$ cat src/inc/rcs_pkg.sv
// Package of constants for the reset control sequencer
`default_nettype none
package rcs_pkg;
	// ----------------------------------------------------------------
	// Timing
	// ----------------------------------------------------------------
	localparam int CLK_HZ = 20_000_000;
	localparam int DRIVE_CYCLES = 512;
	localparam int RELEASE_CYCLES = 10;
	localparam int MODULE_RESET_CYCLES = 4;
	localparam int TSC_CYCLES = 10;
	localparam int TSC_EXT_PULSES = 10;
	localparam int FIRST_BUS_CYCLES = 10;
	localparam int HOLDOFF_CYCLES = 16;
	localparam int CNT_W = 10;
	// ----------------------------------------------------------------
	// Reset values of peripheral pin control
	// ----------------------------------------------------------------
	localparam logic PIN_FUNC_RST = 1'b0;
	localparam logic PORT_DIR_RST = 1'b0;
	localparam logic TIMER_IN_RST = 1'b1;
	localparam logic ANALOG_IN_RST = 1'b1;
	// ----------------------------------------------------------------
	// Sequencer states
	// ----------------------------------------------------------------
	typedef enum logic [6:0] {
		RCS_POWERON = 7'b000_0001,
		RCS_HOLDOFF = 7'b000_0010,
		RCS_EXTWAIT = 7'b000_0100,
		RCS_DRIVE = 7'b000_1000,
		RCS_RELEASE = 7'b001_0000,
		RCS_RUN = 7'b010_0000,
		RCS_FROZEN = 7'b100_0000
	} rcs_state_e;
endpackage : rcs_pkg
`default_nettype wire

$ cat src/rcs_sequencer.sv
// Reset control sequencer of the system integration unit
// ----------------------------------------------------------------
// Overview of operation
// - Peripheral pins reset to port inputs
// - Timer pins inputs, timer clock, analog inputs
// - External reset may wait for bus cycle
// - Unit pins inactive or high impedance in reset
// - Held external reset captured into latch
// - Drive pin 512 cycles after external release
// - Internal reset drives 512 or until ended
// - Release 10 cycles, high sample starts processing
// - Low sample repeats drive and release
// - Power-on drives resets until supply good
// - Power-on holds pin until lock plus 512
// - Modules reset after four asserted clocks
// - Three-state held ten cycles floats drivers
// - External clock: ten input pulses float pins
// - After three-state, stay stopped until power cycle
// - Reset acts only when clocked in
// - First bus cycle ten cycles after release
// ----------------------------------------------------------------
`default_nettype none
module rcs_sequencer
	import rcs_pkg::*;
(
	input wire logic ref_clk,
	input wire logic srst,
	input wire logic reset_pin_n_in,
	output logic reset_pin_n_out,
	output logic reset_pin_n_oe,
	input wire logic internal_reset_req,
	input wire logic bus_cycle_busy,
	input wire logic supply_good,
	input wire logic pll_locked,
	input wire logic three_state_control,
	input wire logic clock_source_select,
	input wire logic external_clock_input,
	output logic module_reset,
	output logic unit_pins_oe,
	output logic all_drivers_hiz,
	output logic periph_pin_func,
	output logic periph_port_dir,
	output logic timer_channel_in,
	output logic secondary_timer_clk_sel,
	output logic converter_analog_in,
	output logic reset_exception_start,
	output logic first_bus_cycle_ok,
	output logic mode_lines_release
);
	// ----------------------------------------------------------------
	// Input synchronisers
	// ----------------------------------------------------------------
	// Pins are foreign to ref_clk; only stage two is read
	logic [4:0] sync1;
	logic [4:0] sync2;
	logic ext_clk_d;
	always_ff @(posedge ref_clk) begin
		sync1 <= {reset_pin_n_in, three_state_control, clock_source_select,
			external_clock_input, supply_good};
		sync2 <= sync1;
		ext_clk_d <= sync2[1];
	end
	logic pin_n_s;
	logic tsc_s;
	logic modsel_s;
	logic extclk_rise;
	logic supply_s;
	assign pin_n_s = sync2[4];
	assign tsc_s = sync2[3];
	assign modsel_s = sync2[2];
	assign supply_s = sync2[0];
	assign extclk_rise = sync2[1] & ~ext_clk_d;

	// ----------------------------------------------------------------
	// Sequencer
	// ----------------------------------------------------------------
	rcs_state_e state;
	rcs_state_e next_state;
	logic [CNT_W-1:0] cnt;
	logic [CNT_W-1:0] next_cnt;
	logic por_pending;
	logic next_por_pending;
	logic ext_latch;
	logic next_ext_latch;
	logic modsel_cap;
	logic next_modsel_cap;
	logic [3:0] tsc_cnt;
	logic [3:0] next_tsc_cnt;
	logic [2:0] mod_cnt;
	logic [2:0] next_mod_cnt;
	logic [3:0] bus_cnt;
	logic [3:0] next_bus_cnt;
	logic next_pin_oe;
	logic next_mod_rst;
	logic next_start;
	logic in_reset;

	always_comb begin
		next_state = state;
		next_cnt = cnt;
		next_por_pending = por_pending;
		next_ext_latch = ext_latch;
		next_modsel_cap = modsel_cap;
		next_tsc_cnt = tsc_cnt;
		next_mod_cnt = mod_cnt;
		next_bus_cnt = bus_cnt;
		next_start = 1'b0;
		case (state)
			RCS_POWERON: begin
				// Wait for supply, then lock, then the full drive period
				next_modsel_cap = modsel_s;
				if (supply_s && pll_locked) begin
					next_state = RCS_DRIVE;
					next_cnt = '0;
				end
			end
			RCS_RUN: begin
				next_bus_cnt = (bus_cnt == 4'(FIRST_BUS_CYCLES)) ? bus_cnt
					: bus_cnt + 4'd1;
				if (internal_reset_req) begin
					next_state = RCS_DRIVE;
					next_cnt = '0;
				end else if (!pin_n_s) begin
					next_state = RCS_HOLDOFF;
					next_cnt = '0;
				end
			end
			RCS_HOLDOFF: begin
				// Let a write in progress finish, bounded by a timeout
				next_cnt = cnt + 1'b1;
				if (!bus_cycle_busy || cnt == CNT_W'(HOLDOFF_CYCLES)) begin
					next_state = RCS_EXTWAIT;
					next_ext_latch = 1'b1;
				end
			end
			RCS_EXTWAIT: begin
				// Pin left to the far side, or its release is never seen
				if (ext_latch && pin_n_s) begin
					next_state = RCS_DRIVE;
					next_cnt = '0;
					next_ext_latch = 1'b0;
				end
			end
			RCS_DRIVE: begin
				if (cnt != CNT_W'(DRIVE_CYCLES - 1))
					next_cnt = cnt + 1'b1;
				else if (!internal_reset_req) begin
					next_state = RCS_RELEASE;
					next_cnt = '0;
				end
			end
			RCS_RELEASE: begin
				next_cnt = cnt + 1'b1;
				if (cnt == CNT_W'(RELEASE_CYCLES - 1)) begin
					next_cnt = '0;
					if (pin_n_s) begin
						next_state = RCS_RUN;
						next_start = 1'b1;
						next_por_pending = 1'b0;
						next_bus_cnt = '0;
					end else begin
						next_state = RCS_DRIVE;
					end
				end
			end
			RCS_FROZEN: begin
				// Left only by power cycling (srst)
				next_state = RCS_FROZEN;
			end
			default: begin
				next_state = RCS_POWERON;
			end
		endcase
		// Three-state request counted in ref_clk or external clock pulses
		if (!tsc_s)
			next_tsc_cnt = '0;
		else if ((modsel_cap || extclk_rise) &&
			tsc_cnt != 4'(TSC_CYCLES))
			next_tsc_cnt = tsc_cnt + 4'd1;
		if (tsc_cnt == 4'(TSC_CYCLES))
			next_state = RCS_FROZEN;
		in_reset = (next_state != RCS_RUN) && (next_state != RCS_FROZEN);
		next_pin_oe = (next_state == RCS_POWERON) ||
			(next_state == RCS_DRIVE);
		if (next_state == RCS_FROZEN)
			next_pin_oe = 1'b0;
		// Module reset follows four asserted cycles
		if (!in_reset)
			next_mod_cnt = '0;
		else if (mod_cnt != 3'(MODULE_RESET_CYCLES))
			next_mod_cnt = mod_cnt + 3'd1;
		next_mod_rst = in_reset &&
			(next_mod_cnt == 3'(MODULE_RESET_CYCLES));
		if (por_pending && next_state == RCS_POWERON && !supply_s)
			next_mod_rst = 1'b1;
	end

	// ----------------------------------------------------------------
	// Registers
	// ----------------------------------------------------------------
	always_ff @(posedge ref_clk) begin
		if (srst) begin
			state <= RCS_POWERON;
			cnt <= '0;
			por_pending <= 1'b1;
			ext_latch <= 1'b0;
			modsel_cap <= 1'b1;
			tsc_cnt <= '0;
			mod_cnt <= '0;
			bus_cnt <= '0;
			reset_pin_n_oe <= 1'b1;
			module_reset <= 1'b1;
			reset_exception_start <= 1'b0;
			unit_pins_oe <= 1'b0;
			all_drivers_hiz <= 1'b0;
			first_bus_cycle_ok <= 1'b0;
			mode_lines_release <= 1'b0;
		end else begin
			state <= next_state;
			cnt <= next_cnt;
			por_pending <= next_por_pending;
			ext_latch <= next_ext_latch;
			modsel_cap <= next_modsel_cap;
			tsc_cnt <= next_tsc_cnt;
			mod_cnt <= next_mod_cnt;
			bus_cnt <= next_bus_cnt;
			reset_pin_n_oe <= next_pin_oe;
			module_reset <= next_mod_rst;
			reset_exception_start <= next_start;
			unit_pins_oe <= (next_state == RCS_RUN);
			all_drivers_hiz <= (next_state == RCS_FROZEN);
			first_bus_cycle_ok <= (next_state == RCS_RUN) &&
				(next_bus_cnt == 4'(FIRST_BUS_CYCLES));
			mode_lines_release <= (next_state == RCS_RUN);
		end
	end

	// Pin only ever pulled low; level rides on the enable
	always_ff @(posedge ref_clk) begin
		reset_pin_n_out <= 1'b0;
	end

	// ----------------------------------------------------------------
	// Peripheral pin defaults
	// ----------------------------------------------------------------
	// Constant after reset; software reconfigures them elsewhere
	always_ff @(posedge ref_clk) begin
		periph_pin_func <= PIN_FUNC_RST;
		periph_port_dir <= PORT_DIR_RST;
		timer_channel_in <= TIMER_IN_RST;
		secondary_timer_clk_sel <= TIMER_IN_RST;
		converter_analog_in <= ANALOG_IN_RST;
	end
endmodule : rcs_sequencer
`default_nettype wire

$ cat config.mk
export PLATFORM = sky130hd
export DESIGN_NAME = rcs_sequencer
export DESIGN_NICKNAME = d
export VERILOG_FILES = /design/src/inc/rcs_pkg.sv /design/src/rcs_sequencer.sv
export SDC_FILE = /design/constraint.sdc
export NUM_CORES = 1
export LEC_CHECK = 0
export ABC_CLOCK_PERIOD_IN_PS = 3400
export BUFFER_PORTS_ARGS = -buffer_cell sky130_fd_sc_hd__buf_4
export CORE_UTILIZATION = 39
export CTS_CLUSTER_DIAMETER = 150
export DETAILED_ROUTE_END_ITERATION = 6
export PLACE_DENSITY = 0.67
export SYNTH_ARGS = -nofsm -noshare
export SYNTH_HDL_FRONTEND = slang
export SYNTH_SLANG_ARGS = --single-unit
$ cat constraint.sdc
create_clock -name ref_clk -period 3.4 [get_ports ref_clk]
set_clock_uncertainty 0.1 [all_clocks]
set_input_delay 0 -clock ref_clk [delete_from_list [all_inputs] [get_ports ref_clk]]
set_output_delay 0 -clock ref_clk [all_outputs]
set_load 0.05 [all_outputs]
# Word-level counts from Yosys, hierarchy flattened
# Index checks and enable logic that the tools add are counted.
[op_classes] reduce_logical=21 bitwise=5 mux=30 add_sub_neg=4 n_eq_ne=27
[ops] operator="two-way mux 10 bit" n=7
[ops] operator="two-way mux 7 bit" n=9
[ops] operator="case mux 10 bit (6 select lines)" n=1
[ops] operator="case mux 7 bit (7 select lines)" n=1
[ops] operator="equality test 7 x 1 -> 1 bit, second input constant" n=2
[ops] operator="equality test 7 x 4 -> 1 bit, second input constant" n=2
[ops] operator="equality test 7 x 6 -> 1 bit, second input constant" n=2
[ops] operator="equality test 7 bit, second input constant" n=2
[ops] operator="equality test 4 bit, second input constant" n=3
[ops] operator="two-way mux 4 bit" n=3
[ops] operator="adder 10 x 1 -> 10 bit, second input constant" n=1
[ops] operator="equality test 10 x 4 -> 1 bit, second input constant" n=1
[ops] operator="equality test 10 x 5 -> 1 bit, second input constant" n=1
[ops] operator="!= test 10 x 9 -> 1 bit, second input constant" n=1
[ops] operator="!= test 3 bit, second input constant" n=3
[ops] operator="adder 4 x 1 -> 4 bit, second input constant" n=2
[ops] operator="logical AND 1 bit" n=8
[ops] operator="case mux 4 bit (2 select lines)" n=1
[ops] operator="equality test 7 x 2 -> 1 bit, second input constant" n=1
[ops] operator="equality test 7 x 3 -> 1 bit, second input constant" n=1
[ops] operator="equality test 7 x 5 -> 1 bit, second input constant" n=1
[ops] operator="!= test 7 x 6 -> 1 bit, second input constant" n=1
[ops] operator="!= test 7 bit, second input constant" n=1
[ops] operator="two-way mux 3 bit" n=2
[ops] operator="other kinds (17)" n=30
[word_totals] out_inout_bits=13 register_bits=48 word_cells=104 in_bits=10

# Depth between registers and ports, before layout
[logic_depth] depth_word=10 ltp_mapped=7 depth_no_buf=7

# Worst setup path after synthesis
# OpenSTA, ideal clock, no wires.
[synth_path] path_type="register to register" from="reg cnt[0]" to="reg cnt[3]" synth_period_minus_slack_ps=1995 stages_incl_launch_ff=7 n_path_buf=0 setup_time_ps=75 arrival_ps=1820 slack_ps=1405 required_ps=3225 cell_sequence="dfxtp_1 > ha_1 > nand4_1 > or4_1 > o221ai_1 > o21ai_2 > o22ai_1"
[synth_via] elab_chain_len=3 word_cells_on_any_way=8 classes_between="add/sub (1); eq/ne (3); mux (3); reduce/logical (1)"
[synth_rtl] item="start, declared" line_no="rcs_sequencer.sv:79" text="logic [CNT_W-1:0] cnt;"
[synth_rtl] item="start signal, assigned" line_no="rcs_sequencer.sv:220" text="cnt <= next_cnt;"
[synth_rtl] item="adder 10 x 1 -> 10 bit (tied with other cells)" line_no="rcs_sequencer.sv:130, rcs_sequencer.sv:146, rcs_sequencer.sv:153"
[synth_rtl] item="two-way mux 10 bit (tied with other cells)" line_no="rcs_sequencer.sv:154" text="if (cnt == CNT_W'(RELEASE_CYCLES - 1)) begin"
[synth_rtl] item="case mux 10 bit (6 select lines) or AND reduction 5 bit (tied branches)"
# Parallel ways exist; a longest one is shown, timed or not.
# A chain may end at the register's enable or synchronous reset.

# Worst setup path after layout
# Same ends and word-level chain as after synthesis.

==> results.json <==
{
  "ioPinCount": 23,
  "synth-main-ff-cell": "dfxtp_1",
  "cts_tree": "yes",
  "ir_drop_uv": 265,
  "cts_resized": 0,
  "tns_ns": 0,
  "rows": 28,
  "grt_max_degree": 17,
  "synth.distinct_cells": 63,
  "netSwitchingFraction": 0.257,
  "synth_seq_cells": 48,
  "r2r_end": "cnt[3]",
  "outcome": "finished, final reports clean",
  "fin_crit_ns": 2.32,
  "cts.sinks": 48,
  "critical_path_class": "flip-flop to flip-flop",
  "syn-mean-instance-area_sq_um": 8.74,
  "cts_root_buf": "clkbuf_8",
  "final_cell_mix": "48 x dfxtp_1, 24 x nor2_1, 21 x inv_1, 21 x nand2_1, 16 x buf_4",
  "cp.arrival_ns": 2.46,
  "worstMarginPinSlew_ns": 0.545,
  "grt-busiest-layer": "met2",
  "grt_pass1_vias": 1848,
  "start_util": 0.406,
  "synth_area_leaders": "dfxtp_1 40%, ha_1 4.7%, nor2_1 3.8%, inv_1 3.3%, nand2_1 3.3%",
  "vias": 2011,
  "setup_violations": 0,
  "hold_viol_final": 0,
  "hold_depth": 4,
  "p_leak_uw": 0.00109,
  "hold_start": "bus_cycle_busy",
  "dp.cells": 359,
  "routed_wl_um": 4880,
  "numCtsBuffers": 5,
  "place_congestion": 0.826,
  "end_kind": "flip-flop",
  "coreArea_sq_mm": 0.00592,
  "final_common_cell": "dfxtp_1",
  "reg2reg_depth": 6,
  "synth_top_area_cell": "dfxtp_1",
  "die_w_um": 80.5,
  "dr.pass1.iters": 4,
  "stdcell_count": 374,
  "min_to": "state[1]",
  "drc_errors": 0,
  "async_flop_share": 0,
  "fillCellCount": 580,
  "relSlewSlack": 0.637,
  "io_buffer_count": 16,
  "die_y_um": 80.5,
  "p_per_area_mw_per_mm2": 417,
  "antenna_cells": 0,
  "grt_pass1_wl_um": 8430,
  "gr-usage-met3": 0.0307,
  "area_delta_synth_final_pct": 14.4,
  "synth_edf_count": 0,
  "drive_gt1_frac": 0.137,
  "synth_warnings": 0,
  "ant_nets": 0,
  "postSynthCellCount": 275,
  "fin_nets": 317,
  "internal-power_uw": 851,
  "cts_buffer_depth": 2,
  "grt_overflow": 0,
  "htreeDepth": 2,
  "power_frac_comb": 0.112,
  "slew_violations": 0,
  "fmax_ghz": 0.430,
  "fin_crit_sh": 0.683,
  "drtIter0Drc": 174,
  "rrSetupSlack_ns": 1.08,
  "cts.clk_slew.worst_paths_ns": 0.09,
  "vias_per_cell": 5.38,
  "insertion_delay_ns": 0.30,
  "antenna_found_initial": 0,
  "drv_cap": 0,
  "start_kind": "flip-flop",
  "post-dp-hpwl_um": 3450,
  "switching_power_uw": 295,
  "gr-usage-met1": 0.215,
  "met2_usage": 0.284,
  "wl_per_cell_um": 13.0,
  "path_max_fanout": 7,
  "netlist.area_leader.share": 0.400,
  "clkPwrFrac": 0.370,
  "grt_use_total": 0.168,
  "dieArea_sq_mm": 0.00648,
  "reg2reg_from": "cnt[0]",
  "rsz0062_at_grt": "no",
  "worstPathRequired_ns": 3.54,
  "p_seq_frac": 0.518,
  "ys_seq_area_frac": 0.400,
  "syn_area_sq_mm": 0.00240,
  "cts_setup_buffers": 0,
  "worstHoldPathType": "input pin to flip-flop"
}
==> cells by family (layout without fill, tap and decap cells) <==
group | count (synthesis) | count (layout) | share of synthesized area
buf+inv | 32 | 52 | 0.0620
xor+xnor | 8 | 8 | 0.0292
compound gates | 60 | 60 | 0.185
flops | 48 | 48 | 0.400
fa+ha+maj | 9 | 9 | 0.0469
mux | 4 | 4 | 0.0172
simple gates | 112 | 112 | 0.257
other cells | 2 | 6 | 0.00313
==> state kept, by name, indices dropped and copies added (netlist names) <==
name,count
por_pending,1
modsel_cap,1
ext_latch,1
bus_cnt,4
module_reset,1
ext_clk_d,1
reset_pin_n_oe,1
mode_lines_release,1
reset_exception_start,1
state,7
mod_cnt,3
sync1,5
tsc_cnt,4
cnt,10
first_bus_cycle_ok,1
sync2,5
all_drivers_hiz,1
==> synthesized netlist by cell type, types with 2 or more instances <==
| cell type | count |
|---|---|
| nor4_1 | 3 |
| and3_1 | 6 |
| o21a_1 | 2 |
| a31oi_1 | 3 |
| xor2_1 | 4 |
| o21ai_0 | 5 |
| nand2b_1 | 2 |
| mux2i_1 | 3 |
| inv_1 | 21 |
| nor2_1 | 24 |
| ha_1 | 9 |
| buf_2 | 2 |
| a21oi_1 | 13 |
| buf_4 | 7 |
| nor3b_1 | 2 |
| o21ai_1 | 9 |
| o22ai_1 | 2 |
| clkbuf_1 | 2 |
| nor3_1 | 12 |
| dfxtp_1 | 48 |
| nand4_1 | 3 |
| nand3_1 | 13 |
| nand3b_1 | 2 |
| nor3_2 | 2 |
| a22o_1 | 2 |
| o221ai_1 | 6 |
| a211oi_1 | 2 |
| xnor2_1 | 4 |
| nor2b_1 | 7 |
| conb_1 | 2 |
| nand2_1 | 21 |
==> routing by layer <==
| metal | vias up | wire, um |
|---|---|---|
| li1 | 1020 | - |
| met5 | - | 0 |
| met2 | 55 | 2300 |
| met3 | 7 | 246 |
| met4 | 0 | 63 |
| met1 | 929 | 2270 |
==> worst max-delay path, cell delays in order (launching register included) <==
cell and delay, ns:
dfxtp_1 0.46, ha_1 0.31, nand4_1 0.18, or4_1 0.46, o221ai_1 0.37, o21ai_2 0.19, o22ai_1 0.19
==> worst max-delay path by stage <==
stage                     startpoint      to  slack, ns  cells past startpoint
after floorplan               cnt[0]  cnt[3]       1.41                      6
after global placement        cnt[0]  cnt[4]       1.21                      6
after detailed placement      cnt[0]  cnt[3]       1.11                      6
after CTS                     cnt[0]  cnt[3]       1.09                      6
after global routing          cnt[0]  cnt[4]       0.90                      6
final                         cnt[0]  cnt[3]       1.08                      6
==> power groups by stage <==
| stage | combinational [uW] | clock, uW | sequential, uW |
|---|---|---|---|
| after detailed placement | 122 | 0 | 607 |
| after global placement | 121 | 0 | 606 |
| after global routing | 141 | 454 | 597 |
| after floorplan | 89.7 | 0 | 612 |
| after CTS | 129 | 431 | 594 |
| final | 128 | 424 | 594 |
==> per-stage QoR <==
| step | area (sq um) | total power (uW) | hold slack (ns) | util | worst slack (ns) |
|---|---|---|---|---|---|
| global route | 2750 | 1190 | 0.0496 | 0.464 | 0.905 |
| CTS | 2750 | 1150 | 0.0513 | 0.464 | 1.09 |
| floorplan | 2420 | 702 | -0.0723 | - | 1.41 |
| detailed placement | 2560 | 729 | 0.00559 | 0.433 | 1.11 |
| finish | 2750 | 1150 | 0.0560 | 0.464 | 1.08 |
| global placement | 2560 | 727 | 0.00469 | 0.433 | 1.21 |
==> cell type report <==
cell class	instances	area, sq um	share of cell area
clock buffer	5	68.8	0.0250
timing repair buffer	23	190	0.0692
tap	75	93.8	0.0342
inverter	21	78.8	0.0287
sequential	48	961	0.350
multi-input combinational	199	1310	0.476
clock inverter	3	47.5	0.0173
==> repair_timing <==
item                                    4_1_cts  5_1_grt
hold buffers                                  7        0
endpoints found under the setup margin        0        0
endpoints found under the hold margin        18        0
Power figures use the tool's default switching activity.
